### config.mk
export PLATFORM = sky130hd
export DESIGN_NAME = power_mode_wake_control
export DESIGN_NICKNAME = d
export VERILOG_FILES = /design/src/shared/pwr_mode_pkg.sv /design/src/design/power_mode_wake_control.sv /design/src/design/wake_wait_timer.sv
export SDC_FILE = /design/constraint.sdc
export NUM_CORES = 1
export LEC_CHECK = 0
export BUFFER_PORTS_ARGS = -buffer_cell sky130_fd_sc_hd__buf_2
export CAP_MARGIN = 20
export CORE_MARGIN = 1
export CORE_UTILIZATION = 40
export CTS_BUF_LIST = sky130_fd_sc_hd__clkbuf_4 sky130_fd_sc_hd__clkbuf_8
export DETAILED_ROUTE_END_ITERATION = 8
export PLACE_DENSITY_LB_ADDON = 0.3
export SLEW_MARGIN = 20
export SYNTH_ARGS = -nofsm -noshare
export SYNTH_HDL_FRONTEND = slang
export SYNTH_HIERARCHICAL = 1
export SYNTH_SLANG_ARGS = --single-unit
export TNS_END_PERCENT = 30
### constraint.sdc
create_clock -name clk_sys -period 6.2 [get_ports clk_sys]
set_input_delay 0.62 -clock clk_sys [delete_from_list [all_inputs] [get_ports clk_sys]]
set_output_delay 0.62 -clock clk_sys [all_outputs]
set_load 0.01 [all_outputs]
### src/shared/pwr_mode_pkg.sv
// Constants, modes and carriers for the power-mode and wake controller.
// Assumes a single 100 MHz system clock domain and a plain strobed register port.
package pwr_mode_pkg;

    // ------------------------------------------------------------------
    // Register map
    // ------------------------------------------------------------------
    localparam logic [3:0] ADDR_SYSCTL1  = 4'h0;
    localparam logic [3:0] ADDR_SYSCTL2  = 4'h1;
    localparam logic [3:0] ADDR_MODSTBY  = 4'h2;
    localparam logic [3:0] ADDR_STATUS   = 4'h3;

    // system_control_one fields
    localparam int SYS1_SOFTWARE_STANDBY_BIT   = 7;
    localparam int SYS1_STS_LSB    = 4;
    localparam int SYS1_STS_MSB    = 6;
    localparam int SYS1_LOW_SPEED_ON_BIT   = 3;
    localparam int SYS1_TIMEKEEPER_MODE_BIT3_BIT   = 2;
    // system_control_two fields
    localparam int SYS2_MEDIUM_SPEED_ON_BIT   = 0;
    localparam int SYS2_DIRECT_TRANSFER_ON_BIT   = 1;
    localparam int SYS2_DIV_LSB    = 2;
    localparam int SYS2_DIV_MSB    = 3;

    localparam logic [7:0]  SYS1_RESET     = 8'h70;
    localparam logic [7:0]  SYS2_RESET     = 8'h00;
    localparam logic [7:0]  MODSTBY_RESET  = 8'h00;

    // ------------------------------------------------------------------
    // Timing
    // ------------------------------------------------------------------
    localparam int OSC_STAB_NS      = 10000;
    localparam int CLK_PERIOD_NS    = 10;
    localparam int OSC_STAB_CYCLES  = (OSC_STAB_NS + CLK_PERIOD_NS - 1) / CLK_PERIOD_NS;
    localparam int WAIT_W           = 18;
    localparam int STAB_W           = 20;
    localparam logic [WAIT_W-1:0] WAIT_MIN = 18'h0_0008;

    // ------------------------------------------------------------------
    // Modes
    // ------------------------------------------------------------------
    typedef enum logic [3:0] {
        M_ACTIVE_HS, M_ACTIVE_MS, M_SUBACTIVE, M_SLEEP_HS, M_SLEEP_MS,
        M_SUBSLEEP, M_WATCH, M_STANDBY, M_WAKE_STAB, M_WAKE_WAIT
    } mode_t;

    // Peripheral clock enables: time base, timer C, timer F, timer G, serial,
    // event counter, display, A/D.
    localparam int NPERIPH = 8;
    localparam logic [7:0] PER_ALL      = 8'hFF;
    localparam logic [7:0] PER_SUBSLEEP = 8'h7F;
    localparam logic [7:0] PER_WATCH    = 8'h6D;
    localparam logic [7:0] PER_NONE     = 8'h00;

    typedef struct packed {
        logic       sys_osc_en;
        logic       sys_clk_sel;
        logic       sub_clk_sel;
        logic       cpu_clk_en;
        logic [7:0] per_clk_en;
    } clk_ctl_t;

    typedef struct packed {
        logic       low_speed_on;
        logic       medium_speed_on;
        logic       software_standby;
        logic       timekeeper_mode_bit3;
        logic       direct_transfer_on;
    } mode_bits_t;

endpackage

### src/design/power_mode_wake_control.sv
// Power-mode controller: mode selection, clock gating and wake delay.
// Assumes one 100 MHz clock, a plain register port and synchronous wake inputs.
//
// Added by the designer: the strobed register port and the address map.
`timescale 1ns/1ps
`default_nettype none
module power_mode_wake_control (
    // Clock and reset
    input  wire logic                             clk_sys,
    input  wire logic                             nrst,
    // Register port
    input  wire logic [3:0]                       reg_addr,
    input  wire logic [7:0]                       reg_wdata,
    input  wire logic                             reg_wr,
    input  wire logic                             reg_rd,
    output logic      [7:0]                       reg_rdata_q,
    // CPU requests and wake sources
    input  wire logic                             sleep_req,
    input  wire logic                             irq_pending,
    input  wire logic                             irq_enabled,
    input  wire logic                             emu_active,
    input  wire logic                             flash_busy,
    // Clock controls
    output pwr_mode_pkg::clk_ctl_t                clk_ctl_q,
    output logic      [1:0]                       per_div_sel_q,
    output logic                                  int_osc_sel_q,
    output logic                                  low_power_q,
    output pwr_mode_pkg::mode_t                   mode_q
);
    // ------------------------------------------------------------------
    // Registers
    // ------------------------------------------------------------------
    logic [7:0] sys1_q;
    logic [7:0] sys2_q;
    logic [7:0] modstby_q;
    pwr_mode_pkg::mode_bits_t bits;
    pwr_mode_pkg::mode_t      mode_d;
    pwr_mode_pkg::mode_t      wake_target_q;
    logic                     wake_start;
    logic                     stab_done;
    logic                     wait_done;
    logic                     wake_ok;

    always_ff @(posedge clk_sys or negedge nrst) begin
        if (!nrst) begin
            sys1_q    <= pwr_mode_pkg::SYS1_RESET;
            sys2_q    <= pwr_mode_pkg::SYS2_RESET;
            modstby_q <= pwr_mode_pkg::MODSTBY_RESET;
        end else if (reg_wr) begin
            unique case (reg_addr)
                pwr_mode_pkg::ADDR_SYSCTL1: sys1_q    <= reg_wdata;
                pwr_mode_pkg::ADDR_SYSCTL2: sys2_q    <= reg_wdata;
                pwr_mode_pkg::ADDR_MODSTBY: modstby_q <= reg_wdata;
                default: ;
            endcase
        end
    end

    always_ff @(posedge clk_sys or negedge nrst) begin
        if (!nrst) begin
            reg_rdata_q <= 8'h00;
        end else if (reg_rd) begin
            unique case (reg_addr)
                pwr_mode_pkg::ADDR_SYSCTL1: reg_rdata_q <= sys1_q;
                pwr_mode_pkg::ADDR_SYSCTL2: reg_rdata_q <= sys2_q;
                pwr_mode_pkg::ADDR_MODSTBY: reg_rdata_q <= modstby_q;
                pwr_mode_pkg::ADDR_STATUS:  reg_rdata_q <= {4'h0, mode_q};
                default:                    reg_rdata_q <= 8'h00;
            endcase
        end else begin
            reg_rdata_q <= 8'h00;
        end
    end

    always_comb begin
        bits.low_speed_on = sys1_q[pwr_mode_pkg::SYS1_LOW_SPEED_ON_BIT];
        bits.software_standby = sys1_q[pwr_mode_pkg::SYS1_SOFTWARE_STANDBY_BIT];
        bits.timekeeper_mode_bit3 = sys1_q[pwr_mode_pkg::SYS1_TIMEKEEPER_MODE_BIT3_BIT];
        bits.medium_speed_on = sys2_q[pwr_mode_pkg::SYS2_MEDIUM_SPEED_ON_BIT];
        bits.direct_transfer_on = sys2_q[pwr_mode_pkg::SYS2_DIRECT_TRANSFER_ON_BIT];
    end

    // ------------------------------------------------------------------
    // Mode sequencer
    // ------------------------------------------------------------------
    assign wake_ok = irq_pending && irq_enabled;

    always_comb begin
        mode_d     = mode_q;
        wake_start = 1'b0;
        unique case (mode_q)
            pwr_mode_pkg::M_ACTIVE_HS, pwr_mode_pkg::M_ACTIVE_MS: begin
                if (sleep_req) begin
                    // Table of eight combinations.
                    if (!bits.direct_transfer_on) begin
                        if (!bits.software_standby && !bits.low_speed_on) begin
                            mode_d = bits.medium_speed_on ? pwr_mode_pkg::M_SLEEP_MS
                                               : pwr_mode_pkg::M_SLEEP_HS;
                        end else if (!bits.software_standby && bits.timekeeper_mode_bit3) begin
                            mode_d = pwr_mode_pkg::M_SUBSLEEP;
                        end else if (bits.software_standby && bits.timekeeper_mode_bit3) begin
                            mode_d = pwr_mode_pkg::M_WATCH;
                        end else if (bits.software_standby && !bits.low_speed_on) begin
                            mode_d = pwr_mode_pkg::M_STANDBY;
                        end
                    end else begin
                        if (!bits.software_standby && !bits.low_speed_on) begin
                            mode_d = bits.medium_speed_on ? pwr_mode_pkg::M_ACTIVE_MS
                                               : pwr_mode_pkg::M_ACTIVE_HS;
                        end else if (bits.software_standby && bits.timekeeper_mode_bit3 && bits.low_speed_on) begin
                            mode_d = pwr_mode_pkg::M_SUBACTIVE;
                        end
                    end
                end
            end
            pwr_mode_pkg::M_SLEEP_HS, pwr_mode_pkg::M_SLEEP_MS: begin
                if (wake_ok) begin
                    mode_d = bits.medium_speed_on ? pwr_mode_pkg::M_ACTIVE_MS
                                       : pwr_mode_pkg::M_ACTIVE_HS;
                end
            end
            pwr_mode_pkg::M_SUBSLEEP: begin
                if (wake_ok) begin
                    mode_d = pwr_mode_pkg::M_SUBACTIVE;
                end
            end
            pwr_mode_pkg::M_SUBACTIVE: begin
                if (sleep_req && bits.direct_transfer_on && bits.software_standby && bits.timekeeper_mode_bit3 && !bits.low_speed_on) begin
                    mode_d     = pwr_mode_pkg::M_WAKE_STAB;
                    wake_start = 1'b1;
                end else if (sleep_req && !bits.software_standby) begin
                    mode_d = pwr_mode_pkg::M_SUBSLEEP;
                end else if (sleep_req && bits.software_standby) begin
                    mode_d = pwr_mode_pkg::M_WATCH;
                end
            end
            pwr_mode_pkg::M_WATCH, pwr_mode_pkg::M_STANDBY: begin
                if (wake_ok) begin
                    mode_d     = pwr_mode_pkg::M_WAKE_STAB;
                    wake_start = 1'b1;
                end
            end
            pwr_mode_pkg::M_WAKE_STAB: begin
                if (stab_done) begin
                    mode_d = pwr_mode_pkg::M_WAKE_WAIT;
                end
            end
            pwr_mode_pkg::M_WAKE_WAIT: begin
                if (wait_done) begin
                    mode_d = wake_target_q;
                end
            end
            default: mode_d = pwr_mode_pkg::M_ACTIVE_HS;
        endcase
    end

    always_ff @(posedge clk_sys or negedge nrst) begin
        if (!nrst) begin
            mode_q <= pwr_mode_pkg::M_ACTIVE_HS;
        end else begin
            mode_q <= mode_d;
        end
    end

    always_ff @(posedge clk_sys or negedge nrst) begin
        if (!nrst) begin
            wake_target_q <= pwr_mode_pkg::M_ACTIVE_HS;
        end else if (wake_start) begin
            wake_target_q <= bits.medium_speed_on ? pwr_mode_pkg::M_ACTIVE_MS
                                       : pwr_mode_pkg::M_ACTIVE_HS;
        end
    end

    wake_wait_timer u_wait (
        .clk_sys          (clk_sys),
        .nrst             (nrst),
        .start            (wake_start),
        .wake_wait_select (sys1_q[pwr_mode_pkg::SYS1_STS_MSB:pwr_mode_pkg::SYS1_STS_LSB]),
        .stab_done_q      (stab_done),
        .wait_done_q      (wait_done)
    );

    // ------------------------------------------------------------------
    // Clock gating
    // ------------------------------------------------------------------
    always_ff @(posedge clk_sys or negedge nrst) begin
        if (!nrst) begin
            clk_ctl_q <= '{1'b1, 1'b1, 1'b0, 1'b1, pwr_mode_pkg::PER_ALL};
        end else begin
            unique case (mode_d)
                pwr_mode_pkg::M_ACTIVE_HS, pwr_mode_pkg::M_ACTIVE_MS:
                    clk_ctl_q <= '{1'b1, 1'b1, 1'b0, 1'b1, ~modstby_q};
                pwr_mode_pkg::M_SLEEP_HS, pwr_mode_pkg::M_SLEEP_MS:
                    clk_ctl_q <= '{1'b1, 1'b1, 1'b0, 1'b0, ~modstby_q};
                pwr_mode_pkg::M_SUBACTIVE:
                    clk_ctl_q <= '{1'b0, 1'b0, 1'b1, 1'b1, ~modstby_q};
                pwr_mode_pkg::M_SUBSLEEP:
                    clk_ctl_q <= '{1'b0, 1'b0, 1'b1, 1'b0,
                                   pwr_mode_pkg::PER_SUBSLEEP & ~modstby_q};
                pwr_mode_pkg::M_WATCH:
                    clk_ctl_q <= '{1'b0, 1'b0, 1'b1, 1'b0,
                                   pwr_mode_pkg::PER_WATCH & ~modstby_q};
                pwr_mode_pkg::M_STANDBY:
                    clk_ctl_q <= '{1'b0, 1'b0, 1'b0, 1'b0, pwr_mode_pkg::PER_NONE};
                pwr_mode_pkg::M_WAKE_STAB, pwr_mode_pkg::M_WAKE_WAIT:
                    clk_ctl_q <= '{1'b1, 1'b1, 1'b0, 1'b0, pwr_mode_pkg::PER_NONE};
            endcase
        end
    end

    always_ff @(posedge clk_sys or negedge nrst) begin
        if (!nrst) begin
            per_div_sel_q <= 2'h0;
            low_power_q   <= 1'b0;
            int_osc_sel_q <= 1'b0;
        end else begin
            per_div_sel_q <= sys2_q[pwr_mode_pkg::SYS2_DIV_MSB:pwr_mode_pkg::SYS2_DIV_LSB];
            low_power_q   <= (mode_d != pwr_mode_pkg::M_ACTIVE_HS);
            int_osc_sel_q <= emu_active && !flash_busy;
        end
    end

    // ------------------------------------------------------------------
    // Checks
    // ------------------------------------------------------------------
    a_osc_off_standby: assert property (@(posedge clk_sys) disable iff (!nrst)
        (mode_q == pwr_mode_pkg::M_STANDBY) |-> !clk_ctl_q.sys_osc_en)
        else $error("System oscillator running in standby.");

    a_wake_restart: assert property (@(posedge clk_sys) disable iff (!nrst)
        (mode_q == pwr_mode_pkg::M_WATCH && wake_ok) |=> clk_ctl_q.sys_osc_en)
        else $error("Oscillator not restarted on wake.");

    a_cpu_held_wake: assert property (@(posedge clk_sys) disable iff (!nrst)
        (mode_q == pwr_mode_pkg::M_WAKE_WAIT && !wait_done) |-> !clk_ctl_q.cpu_clk_en)
        else $error("CPU released before wait ended.");

    a_wait_min: assert property (@(posedge clk_sys) disable iff (!nrst)
        $rose(stab_done) |-> !wait_done [*8])
        else $error("Wake wait shorter than eight states.");

    a_no_wake_masked: assert property (@(posedge clk_sys) disable iff (!nrst)
        (mode_q == pwr_mode_pkg::M_STANDBY && !irq_enabled) |=>
        (mode_q == pwr_mode_pkg::M_STANDBY))
        else $error("Masked request left standby.");

    a_standby_all_off: assert property (@(posedge clk_sys) disable iff (!nrst)
        (mode_q == pwr_mode_pkg::M_STANDBY) |-> (clk_ctl_q.per_clk_en == pwr_mode_pkg::PER_NONE))
        else $error("Peripheral clock on in standby.");

    a_sleep_cpu_off: assert property (@(posedge clk_sys) disable iff (!nrst)
        (mode_q == pwr_mode_pkg::M_SLEEP_HS) |-> (!clk_ctl_q.cpu_clk_en && clk_ctl_q.sys_clk_sel))
        else $error("High-speed sleep clocking wrong.");

    a_sub_active: assert property (@(posedge clk_sys) disable iff (!nrst)
        (mode_q == pwr_mode_pkg::M_SUBACTIVE) |-> (clk_ctl_q.cpu_clk_en && clk_ctl_q.sub_clk_sel))
        else $error("Subactive not on subclock.");

    a_low_power: assert property (@(posedge clk_sys) disable iff (!nrst)
        (mode_q == pwr_mode_pkg::M_ACTIVE_HS) |-> !low_power_q)
        else $error("High-speed active flagged low power.");

    a_emu_clock: assert property (@(posedge clk_sys) disable iff (!nrst)
        (emu_active && flash_busy) |=> !int_osc_sel_q)
        else $error("Internal oscillator used during flash work.");

endmodule
`default_nettype wire

### src/design/wake_wait_timer.sv
// Wake delay counter: stabilisation interval then selected wait.
// Assumes a start pulse from the mode controller on the same clock.
`timescale 1ns/1ps
`default_nettype none
module wake_wait_timer #(
    parameter int STAB_CYCLES = pwr_mode_pkg::OSC_STAB_CYCLES
) (
    // Clock and reset
    input  wire logic                           clk_sys,
    input  wire logic                           nrst,
    // Control
    input  wire logic                           start,
    input  wire logic [2:0]                     wake_wait_select,
    // Status
    output logic                                stab_done_q,
    output logic                                wait_done_q
);
    logic [pwr_mode_pkg::STAB_W-1:0] stab_cnt_q;
    logic [pwr_mode_pkg::WAIT_W-1:0] wait_cnt_q;
    logic [pwr_mode_pkg::WAIT_W-1:0] wait_len;
    logic                            run_q;

    // Selects 8 states up to 131072 states.
    always_comb begin
        unique case (wake_wait_select)
            3'h0: wait_len = 18'h0_2000;
            3'h1: wait_len = 18'h0_4000;
            3'h2: wait_len = 18'h1_0000;
            3'h3: wait_len = 18'h2_0000;
            3'h4: wait_len = 18'h0_0010;
            3'h5: wait_len = 18'h0_0400;
            3'h6: wait_len = 18'h0_0080;
            3'h7: wait_len = pwr_mode_pkg::WAIT_MIN;
        endcase
    end

    always_ff @(posedge clk_sys or negedge nrst) begin
        if (!nrst) begin
            run_q       <= 1'b0;
            stab_cnt_q  <= '0;
            wait_cnt_q  <= '0;
            stab_done_q <= 1'b0;
            wait_done_q <= 1'b0;
        end else if (start) begin
            run_q       <= 1'b1;
            stab_cnt_q  <= '0;
            wait_cnt_q  <= '0;
            stab_done_q <= 1'b0;
            wait_done_q <= 1'b0;
        end else if (run_q && !stab_done_q) begin
            stab_cnt_q <= stab_cnt_q + 1'b1;
            if (stab_cnt_q == pwr_mode_pkg::STAB_W'(STAB_CYCLES - 1)) begin
                stab_done_q <= 1'b1;
            end
        end else if (run_q && !wait_done_q) begin
            // Counts restarted clock states only after stabilisation.
            wait_cnt_q <= wait_cnt_q + 1'b1;
            if (wait_cnt_q == wait_len - 1'b1) begin
                wait_done_q <= 1'b1;
                run_q       <= 1'b0;
            end
        end
    end
endmodule
`default_nettype wire

=== Word-level counts from Yosys, hierarchy flattened ===
Memories as Yosys holds them, arrays and structs flattened.
Index checks and enable logic that the tools add are counted.

* Register bits after elaboration: 97
* Memory bits (read-only): 64
* Output and inout port bits: 28
* Logic and storage cells: 129
* Memories kept: 1

* Bitwise logic cells: 1
* Mux-type cells: 41
* Equal/unequal tests: 24
* $add $sub $neg: 3
* Reduce and logical (&&, ||, !) cells: 40

{| class="wikitable"
|+ Memories
! memory !! depth !! width !! read ports !! clocked after Yosys merged registers in !! wr ports !! line !! text
|-
| (no name shown) || 8 || 8 || 1 || 0 || 0 || wake_wait_timer.sv:25 || <nowiki>unique case (wake_wait_select)</nowiki>
|}

{| class="wikitable"
|+ Operators by type and width
! operator !! number
|-
| $pmux 12 s7 || 1
|-
| $mux 4 || 16
|-
| $mux 18 || 3
|-
| $mux 20 || 2
|-
| $eq 4x3->1 const B || 8
|-
| $pmux 8 s4 || 1
|-
| $pmux 4 s7 || 1
|-
| $eq 4x2->1 const B || 6
|-
| $add 20x1->20 const B || 1
|-
| $eq 20x10->1 const B || 1
|-
| $add 18x1->18 const B || 1
|-
| $eq 18x18->1 || 1
|-
| $sub 18x1->18 const B || 1
|-
| $eq 4x4->1 const B || 4
|-
| $logic_and 1x1->1 || 15
|-
| $mux 1 || 14
|-
| $eq 4x1->1 const B || 3
|-
| $logic_not 4->1 || 3
|-
| $reduce_or 2->1 || 6
|-
| $reduce_and 2->1 || 5
|-
| $mux 8 || 1
|-
| $not 8->8 || 1
|-
| $reduce_bool 2->1 || 4
|-
| $logic_not 1->1 || 5
|-
| 5 further kinds || 5
|}

=== Longest topological paths before layout ===
Gate-level depths: netlist of run 1.

* Word-level depth: 12
* Mapped depth: 11
* Gate-level depth less buffers: 9

=== Hierarchy ===
Netlist of run 1, hierarchy kept.

{| class="wikitable"
|+ Modules (own cells, without submodules)
! module !! seq. area each (µm²) !! times used !! area an instance (µm²) !! cells each
|-
| power_mode_wake_control || 1317.5 || 1 || 2469.9 || 202
|-
| wake_wait_timer || 1026.0 || 1 || 2428.6 || 253
|}

=== Worst setup path after synthesis of run 1 ===
OpenSTA, ideal clock, no wires.

* Path type: flip-flop to flip-flop
* Start point: reg sys1_q[4]
* End point: reg u_wait.run_q
* Path buffers: 1
* Arrival time: 2130 ps
* Setup slack: 3950 ps
* Data required time: 6080 ps
* Stages on the path, launching flop included: 10
* Cells stage by stage: dfstp_2 > buf_2 > nand3_1 > ha_1 > ha_1 > xor2_1 > nand3_1 > nor4_1 > nand4_1 > o22a_2

* Word-level cells in the longest chain between the ends: 5

{| class="wikitable"
|+ RTL lines
! what !! line !! text
|-
| from (decl) || power_mode_wake_control.sv:33 || <nowiki>logic [7:0] sys1_q;</nowiki>
|-
| from (signal assigned) || power_mode_wake_control.sv:46 || <nowiki>sys1_q <= pwr_mode_pkg::SYS1_RESET;</nowiki>
|-
| from (signal assigned) || power_mode_wake_control.sv:51 || <nowiki>pwr_mode_pkg::ADDR_SYSCTL1: sys1_q <= reg_wdata;</nowiki>
|-
| $mem_v2 8x8 || n/a ||
|-
| $sub 18x1->18 || wake_wait_timer.sv:58 || <nowiki>if (wait_cnt_q == wait_len - 1'b1) begin</nowiki>
|-
| $eq 18x18->1 || wake_wait_timer.sv:58 ||
|-
| $reduce_bool 2->1 (no line) || n/a ||
|-
| $reduce_and 3->1 (no line) || n/a ||
|-
| to (signal assigned) || wake_wait_timer.sv:39 || <nowiki>run_q <= 1'b0;</nowiki>
|-
| to (signal assigned) || wake_wait_timer.sv:45 || <nowiki>run_q <= 1'b1;</nowiki>
|-
| to (signal assigned) || wake_wait_timer.sv:60 || <nowiki>run_q <= 1'b0;</nowiki>
|-
| to (decl) || wake_wait_timer.sv:21 || <nowiki>logic run_q;</nowiki>
|}

No other way between the ends.
A chain may end at the register's enable or synchronous reset.

=== Worst setup path in the final report of run 1 ===
* Start point: reg sys1_q[7]
* End point: reg u_wait/wait_cnt_q[13] (netlist bit)

* Word-level cells in the longest chain between the ends: 7
* Elaborated cells on any way between the ends: 9
* Classes of those cells: eq/ne: 1; mux: 3; reduce/logical: 5

{| class="wikitable"
|+ RTL lines
! what !! line !! text
|-
| $logic_and 1x1->1 * (3 in a row) || power_mode_wake_control.sv:128 || <nowiki>if (sleep_req && bits.direct_transfer_on && bits.software_standby && bits.timekeeper_mode_bit3 && !bits.low_sp ...</nowiki>
|-
| $mux 1 * || power_mode_wake_control.sv:128 ||
|-
| $pmux 1 s2 * || power_mode_wake_control.sv:91 || <nowiki>unique case (mode_q)</nowiki>
|-
| named net wake_start || power_mode_wake_control.sv:39 || <nowiki>logic wake_start;</nowiki>
|-
| $ne 2x1->1 (no line) or $reduce_bool 2->1 (tied branches) || n/a ||
|-
| $reduce_and 2->1 (no line) || n/a ||
|-
| to (signal assigned) || wake_wait_timer.sv:57 || <nowiki>wait_cnt_q <= wait_cnt_q + 1'b1;</nowiki>
|-
| to (decl) || wake_wait_timer.sv:19 || <nowiki>logic [pwr_mode_pkg::WAIT_W-1:0] wait_cnt_q;</nowiki>
|}

Mark *: on every way through the listed nets, which the timed path passes. The rest lies on a longest branch.

==> out/results.ini, run 1 <==
[die]
die_h_um = 113
die_area_sq_mm = 0.0127
die_w_um = 113
io_pins = 49
std_cell_rows = 40
initial_utilization_pct = 41.0
core_sq_mm = 0.0120

[timing]
timing.final.crit_share_pct = 47.8
setup_viol = 0
timing_hold_violations_final = 0
min_period_ns = 2.96
final_max_slew_viol_count = 0
setup_ws_ns = 3.24
finalHoldWorstSlack_ns = 0.0980
slew_headroom_pct = 31.4
upper_clock_frequency_limit_mhz = 338
fin_setup_tns_ns = 0
clk_skew_ns = 0.0172
timing_worst_slew_pin_value_ns = 1.03
rsz0062_at_grt = false

[cells_and_area]
design.final.nets = 519
area.growth.synth_to_final_pct = 10.2
final_layout_size_suffix_gt1_share_pct = 25.7
post-route-cell-area_sq_mm = 0.00540
antenna-diode-count = 0
fillCellCount = 1112

[critical_path]
worst_r2r_path_depth = 8
setup.worst_path.start_class = flip-flop
timing.reg2reg.setup_slack_ns = 3.24
r2r-start = sys1_q[7]
cp.arrival_ns = 3.17
critPathCaptureType = flip-flop
criticalPathCategory = flip-flop to flip-flop
cp_data_required_time_ns = 6.41
critPathMaxFanout = 25
regToRegEndpoint = u_wait/wait_cnt_q[13]

[route]
first_iter_violations = 154
antenna_violating_nets_post_route = 0
route.detailed.vias_per_inst = 5.58
routed-wl-met3_um = 450
route.vias.total = 3602
remaining_drc_errors = 0
topRoutingLayerUsed = met4
post_drt_wl_per_cell_um = 15.8
1st_pass_router_iterations = 4
length_of_routed_met2_wiring_um = 4750
wl_met1_um = 4810
routed_wirelength_um = 10200

[synthesis]
synth-seq-area-share_pct = 47.8
post_synth_mux_area_share_pct = 9.32
postSynth.asyncResetShare_pct = 100
combinational_family_with_the_most_area_after_synthesis = simple AND/OR/NAND/NOR gates
synthCells = 455
synth_xor_xnor_area_share_pct = 6.44
postSynthAreaPerCell_sq_um = 10.8
number_of_enable_flip_flop_cells_after_synthesis = 0
compound_gate_fraction_of_synth_area_pct = 10.3
synth_ff_type = sky130_fd_sc_hd__dfrtp_1
synthAdderAreaFrac_pct = 1.02
synth_nets = 480
synthSimpleGateAreaFrac_pct = 21.2
synth_cell_type_count = 71
synth-seq-cells = 93
yosys_warnings = 6
synth_area_sq_mm = 0.00490

[global_route]
gr-usage-all-layers_pct = 17.3
grt_pass1_wl_um = 17300
globalRoute.totalOverflow = 0
grt_antenna_before_repair = 0
first_global_vias = 3510
grt_start_max_net_pins = 78

[clock_network]
insertion_delay_ns = 0.38
post-cts-setup-buffers = 0
clockBufferDepth = 2
clock-root-buffer = sky130_fd_sc_hd__clkbuf_8
htree_num_levels = 3
post_cts.resized_instances = 0
clk_transition_reported_paths_ns = 0.09
cts_sinks = 93
postCtsHoldBufs = 0
number_of_buffers_inserted_during_clock_tree_synthesis = 9
tritoncts = done

[power_and_ir_drop]
power.leakage_uw = 0.00235
switchingPower_uw = 770
power.share.sequential_pct = 49.1
p_sw_share_pct = 36.3
power-per-cell-area_mw_per_mm2 = 393
power.clock.fraction_pct = 21.1
internal_power_uw = 1350
power_frac_comb_pct = 29.8
maximum_resistive_drop_on_vdd_mv = 0.205

[job]
max-cap-violations = 0

[placement]
gp_congestion = 0.786
dp_hpwl_um = 7150
placement.setup.worst_slack_ns = 3.02
dpl_cell_area_sq_mm = 0.00518
port_buffers = 48

[outcome]
run_status = completed

[min_path]
hold_class = primary input to async pin

[worst max-delay path by stage]
| stage | slack (ns) | end | cells after the start | from |
|---|---|---|---|---|
| finish | 3.24 | u_wait/wait_cnt_q[13] | 8 | sys1_q[7] |
| global route | 3.00 | u_wait/wait_cnt_q[12] | 8 | sys1_q[7] |
| CTS | 3.24 | u_wait/wait_cnt_q[13] | 8 | sys1_q[7] |
| detailed placement | 3.02 | u_wait/wait_cnt_q[13] | 9 | sleep_req |
| global placement | 3.09 | u_wait/wait_cnt_q[13] | 9 | sleep_req |
| floorplan | 3.95 | u_wait/run_q | 9 | sys1_q[4] |
[power by group through the flow]
| stage | clock [uW] | sequential [uW] | combinational (uW) |
|---|---|---|---|
| after floorplan | 0 | 975 | 533 |
| after global placement | 0 | 1040 | 623 |
| after detailed placement | 0 | 1050 | 637 |
| after CTS | 463 | 1040 | 640 |
| after global routing | 482 | 1080 | 710 |
| final | 447 | 1040 | 633 |
[per-layer routing]
layer	global-route usage (%)	up-vias
li1	-	1710
met1	23.3	1799
met2	27.0	76
met3	3.78	17
met4	7.38	0
met5	0	-
[sequential cells by signal (all words and copies together) (netlist names), 2 cells and up]
| name | flops |
|---|---|
| modstby_q | 8 |
| reg_rdata_q | 8 |
| u_wait/wait_cnt_q | 18 |
| mode_q | 4 |
| sys1_q | 8 |
| per_div_sel_q | 2 |
| sys2_q | 8 |
| clk_ctl_q | 11 |
| u_wait/stab_cnt_q | 20 |
[synthesized netlist by cell type (3+ instances only)]
cell,number,area (sq um)
sky130_fd_sc_hd__a211oi_1,7,52.6
sky130_fd_sc_hd__a21oi_1,18,90.1
sky130_fd_sc_hd__a32oi_1,3,26.3
sky130_fd_sc_hd__and2_1,6,37.5
sky130_fd_sc_hd__and3_1,4,25.0
sky130_fd_sc_hd__and4_1,5,43.8
sky130_fd_sc_hd__buf_2,5,25.0
sky130_fd_sc_hd__buf_4,5,37.5
sky130_fd_sc_hd__buf_6,5,56.3
sky130_fd_sc_hd__clkbuf_1,5,18.8
sky130_fd_sc_hd__dfrtp_1,80,2000
sky130_fd_sc_hd__dfstp_2,13,342
sky130_fd_sc_hd__ha_1,4,50.1
sky130_fd_sc_hd__inv_1,5,18.8
sky130_fd_sc_hd__mux2_2,27,304
sky130_fd_sc_hd__mux2i_1,13,130
sky130_fd_sc_hd__nand2_1,27,101
sky130_fd_sc_hd__nand2b_1,5,31.3
sky130_fd_sc_hd__nand3_1,18,90.1
sky130_fd_sc_hd__nand3b_1,5,37.5
sky130_fd_sc_hd__nand4_1,13,81.3
sky130_fd_sc_hd__nor2_1,51,191
sky130_fd_sc_hd__nor2b_1,8,50.1
sky130_fd_sc_hd__nor3_1,9,45.0
sky130_fd_sc_hd__nor4_1,5,31.3
sky130_fd_sc_hd__o21ai_0,11,55.1
sky130_fd_sc_hd__o22a_1,3,26.3
sky130_fd_sc_hd__or3_1,9,56.3
sky130_fd_sc_hd__xnor2_1,14,123
sky130_fd_sc_hd__xor2_1,22,193
[placed cells by master, fill, tap and decap left out, types with 11 or more instances in the layout]
master / n
sky130_fd_sc_hd__buf_2: 47
sky130_fd_sc_hd__dfrtp_1: 80
sky130_fd_sc_hd__mux2i_1: 13
sky130_fd_sc_hd__xnor2_1: 14
sky130_fd_sc_hd__nor2_1: 51
sky130_fd_sc_hd__nand3_1: 18
sky130_fd_sc_hd__o21ai_0: 11
sky130_fd_sc_hd__nand2_1: 27
sky130_fd_sc_hd__mux2_2: 27
sky130_fd_sc_hd__a21oi_1: 18
sky130_fd_sc_hd__dfstp_2: 13
sky130_fd_sc_hd__xor2_1: 22
sky130_fd_sc_hd__nand4_1: 13
[final cells by class]
| type | count | area, sq um | share of cell area [%] |
|---|---|---|---|
| Clock buffer | 10 | 131 | 2.43 |
| Clock inverter | 6 | 88.8 | 1.65 |
| Inverter | 6 | 22.5 | 0.417 |
| Multi-Input combinational cell | 333 | 2360 | 43.8 |
| Sequential cell | 93 | 2340 | 43.4 |
| Tap cell | 147 | 184 | 3.41 |
| Timing Repair Buffer | 51 | 265 | 4.91 |
[per-stage QoR]
step,cells,utilization (%),total power (uW)
CTS,646,45.1,2140
finish,646,45.1,2120
global placement,630,43.3,1670
floorplan,455,-,1510
detailed placement,630,43.3,1690
global route,646,45.1,2270
[critical path: stages, from the launching register on]
cell and delay (ns):
sky130_fd_sc_hd__dfrtp_1 0.53, sky130_fd_sc_hd__nand4_1 0.15, sky130_fd_sc_hd__or2_2 0.31, sky130_fd_sc_hd__o31ai_1 0.18, sky130_fd_sc_hd__and2_1 0.84, sky130_fd_sc_hd__o2111a_4 0.38
sky130_fd_sc_hd__nor4b_4 0.21, sky130_fd_sc_hd__xnor2_1 0.15, sky130_fd_sc_hd__nor2_1 0.06
[cells by family after synthesis]
logic type	after synthesis
flops	93
compound gates	66
buf+inv	29
simple gates	186
mux	41
xor+xnor	36
fa+ha+maj	4
No activity file was read; power rests on OpenSTA's default activity.
==> run 2, diff against run 1 <==
- ABC_AREA: unset -> 1
- clock period: 6.2 -> 2.45 ns (I/O delays scaled with it)
==> run 2 against run 1 <==
Sequential cell count did not move. Via count rose by 29%. Routed wire length rose by 21%. Sequential share of layout area fell by 3.3 points.
==> out/results.ini, run 2 <==
[synthesis]
synth_nets = 707
synth-seq-area-share_pct = 45.0
synth_cell_type_count = 34
postSynthAreaPerCell_sq_um = 7.64
synthDominantAreaCellType = sky130_fd_sc_hd__dfrtp_1
synth.top_cell.area_share_pct = 38.4
synth_ff_type = sky130_fd_sc_hd__dfrtp_1
yosys_warnings = 6
number_of_enable_flip_flop_cells_after_synthesis = 0
synth_most_common_cell = sky130_fd_sc_hd__nand2_1
top_cells_by_instance_count_after_synthesis = sky130_fd_sc_hd__nand2_1 (180), sky130_fd_sc_hd__dfrtp_1 (80), sky130_fd_sc_hd__inv_1 (78)
netlist_top_cells_area = sky130_fd_sc_hd__dfrtp_1 (38%), sky130_fd_sc_hd__nand2_1 (13%), sky130_fd_sc_hd__dfstp_2 (6.6%)
postSynth.asyncResetShare_pct = 100
synthCells = 682
synth_area_sq_mm = 0.00521
synth-seq-cells = 93

[die]
std_cell_rows = 41
die_w_um = 116
io_pins = 49
die_h_um = 116
die_area_sq_mm = 0.0135
initial_utilization_pct = 41.1
core_sq_mm = 0.0127

[placement]
dp_hpwl_um = 9390
gp_congestion = 0.962
numPlacedInstances = 897
dpl_cell_area_sq_mm = 0.00564
port_buffers = 48

[cells_and_area]
post-route-cell-area_sq_mm = 0.00584
final_layout_size_suffix_gt1_share_pct = 18.2
post_layout_nonfiller_instances = 915
final_common_cell = sky130_fd_sc_hd__nand2_1
antenna-diode-count = 0
largest_register_ffs = 20
design.final.nets = 763
area.growth.synth_to_final_pct = 12.0
final_cell_mix = sky130_fd_sc_hd__nand2_1 (180), sky130_fd_sc_hd__dfrtp_1 (80), sky130_fd_sc_hd__inv_1 (78), sky130_fd_sc_hd__nor2_1 (66), sky130_fd_sc_hd__nand3_1 (59)
reg_top3 = u_wait/stab_cnt_q (20), u_wait/wait_cnt_q (18), clk_ctl_q (11)
register_containing_the_most_flip_flops_in_the_final_layout = u_wait/stab_cnt_q
area_occupied_by_multi_input_gates_sq_mm = 0.00246
fillCellCount = 1301
register_area_sq_mm = 0.00234

[clock_network]
tritoncts = done
htree_num_levels = 3
cts_sinks = 93
clockBufferDepth = 2
insertion_delay_ns = 0.38
post-cts-setup-buffers = 0
clock-root-buffer = sky130_fd_sc_hd__clkbuf_8
clk_transition_reported_paths_ns = 0.09
number_of_buffers_inserted_during_clock_tree_synthesis = 9

[timing]
final_max_slew_viol_count = 0
fin_setup_tns_ns = 0
min_period_ns = 2.11
finalHoldWorstSlack_ns = 0.0800
setup_viol = 0
rsz0062_at_grt = false
slew_headroom_pct = 61.2
clk_skew_ns = 0.0171
timing_hold_violations_final = 0
timing_worst_slew_pin_value_ns = 0.582
timing.final.crit_share_pct = 86.1
upper_clock_frequency_limit_mhz = 474

[critical_path]
critPathCaptureType = flip-flop
criticalPathCategory = flip-flop to flip-flop
setup.worst_path.start_class = flip-flop
cp_data_required_time_ns = 2.71
cp.arrival_ns = 2.37
critPathMaxFanout = 12

[route]
route.vias.total = 4630
remaining_drc_errors = 0
antenna_violating_nets_post_route = 0
1st_pass_router_iterations = 5
first_iter_violations = 333
routed_wirelength_um = 12400
post_drt_wl_per_cell_um = 13.5
route.detailed.vias_per_inst = 5.06

[global_route]
grt_start_max_net_pins = 46
gr-usage-all-layers_pct = 20.6
met3_usage_pct = 4.15
grt_use_met2_pct = 32.9
first_global_vias = 4601
grt_pass1_wl_um = 21600
grt_busiest_layer = met2
globalRoute.totalOverflow = 0
grt.met1_usage_pct = 27.5
grt_antenna_before_repair = 0

[power_and_ir_drop]
maximum_resistive_drop_on_vdd_mv = 0.500
power.leakage_uw = 0.00294
power-per-cell-area_mw_per_mm2 = 911

[outcome]
run_status = completed

[job]
max-cap-violations = 0

[min_path]
hold_class = primary input to flip-flop

run 2: final cells by class:
cell class	count	area share, %
Inverter	86	5.53
Tap cell	172	3.69
Timing Repair Buffer	57	5.40
Clock buffer	11	2.49
Sequential cell	93	40.1
Multi-Input combinational cell	491	42.2
Clock inverter	5	0.600
run 2: path summary, 6_finish.rpt:
kind                              startpoint                     to  slack, ns  depth (start not counted)
worst max-delay path               sys1_q[6]           u_wait/run_q       0.34                         13
worst min-delay path              emu_active          int_osc_sel_q       0.08                          3
worst max register to register     sys1_q[6]           u_wait/run_q       0.34                         13
worst min register to register  modstby_q[2]           clk_ctl_q[2]       0.42                          1
max in group asynchronous               nrst          clk_ctl_q[10]       1.22                          3
min in group asynchronous               nrst  u_wait/stab_cnt_q[13]       0.41                          2
run 2: repair_timing:
item | 4_1_cts | 5_1_grt
setup endpoints to repair | 0 | 0
hold buffers | 2 | 0
hold endpoints to repair | 41 | 0
gates resized for setup | 0 | 0
run 2: where the power goes:
| group | leakage, uW | total [uW] | internal (uW) | switching (uW) |
|---|---|---|---|---|
| registers | 0.00117 | 2370 | 1990 | 373 |
| logic | 0.00168 | 1970 | 705 | 1270 |
| clock network | 0.0000931 | 980 | 410 | 570 |
| total | 0.00294 | 5320 | 3110 | 2210 |
run 2: critical path, stage by stage, from the launching register on:
cell	delay (ns)
sky130_fd_sc_hd__dfstp_2	0.64
sky130_fd_sc_hd__nand3_1	0.16
sky130_fd_sc_hd__ha_1	0.26
sky130_fd_sc_hd__ha_1	0.24
sky130_fd_sc_hd__inv_1	0.08
sky130_fd_sc_hd__nand2_1	0.05
sky130_fd_sc_hd__nand2_1	0.07
sky130_fd_sc_hd__nand2_1	0.05
sky130_fd_sc_hd__nand2_1	0.05
sky130_fd_sc_hd__nand2_1	0.04
sky130_fd_sc_hd__nor2_1	0.07
sky130_fd_sc_hd__nand3_1	0.07
sky130_fd_sc_hd__nor2_1	0.13
sky130_fd_sc_hd__o21ai_0	0.09
run 2: per-stage QoR:
stage / setup slack (ns) / total power (uW) / utilization, %
after floorplan: 0.416 / 3770 / -
after global placement: 0.374 / 4290 / 44.5
after detailed placement: 0.349 / 4350 / 44.5
after CTS: 0.338 / 5360 / 46.1
after global routing: 0.00190 / 5750 / 46.1
final: 0.340 / 5320 / 46.1
run 2: cells by family (layout without fill, tap and decap cells):
family                   after synthesis  in the layout  synth area share, %
AND/OR/NAND/NOR                      387            387                 35.8
buffers and inverters                 98            159                 7.83
flip-flops                            93             93                 45.0
XOR/XNOR                               3              3                0.504
AO/OA/AOI/OAI                         97             97                 9.96
adder cells (fa/ha/maj)                4              4                0.960
run 2: routing by layer:
metal,vias to the layer above,routed length (um)
met5,-,0
met4,0,214
met3,18,647
met2,111,5790
met1,2165,5740
li1,2336,-
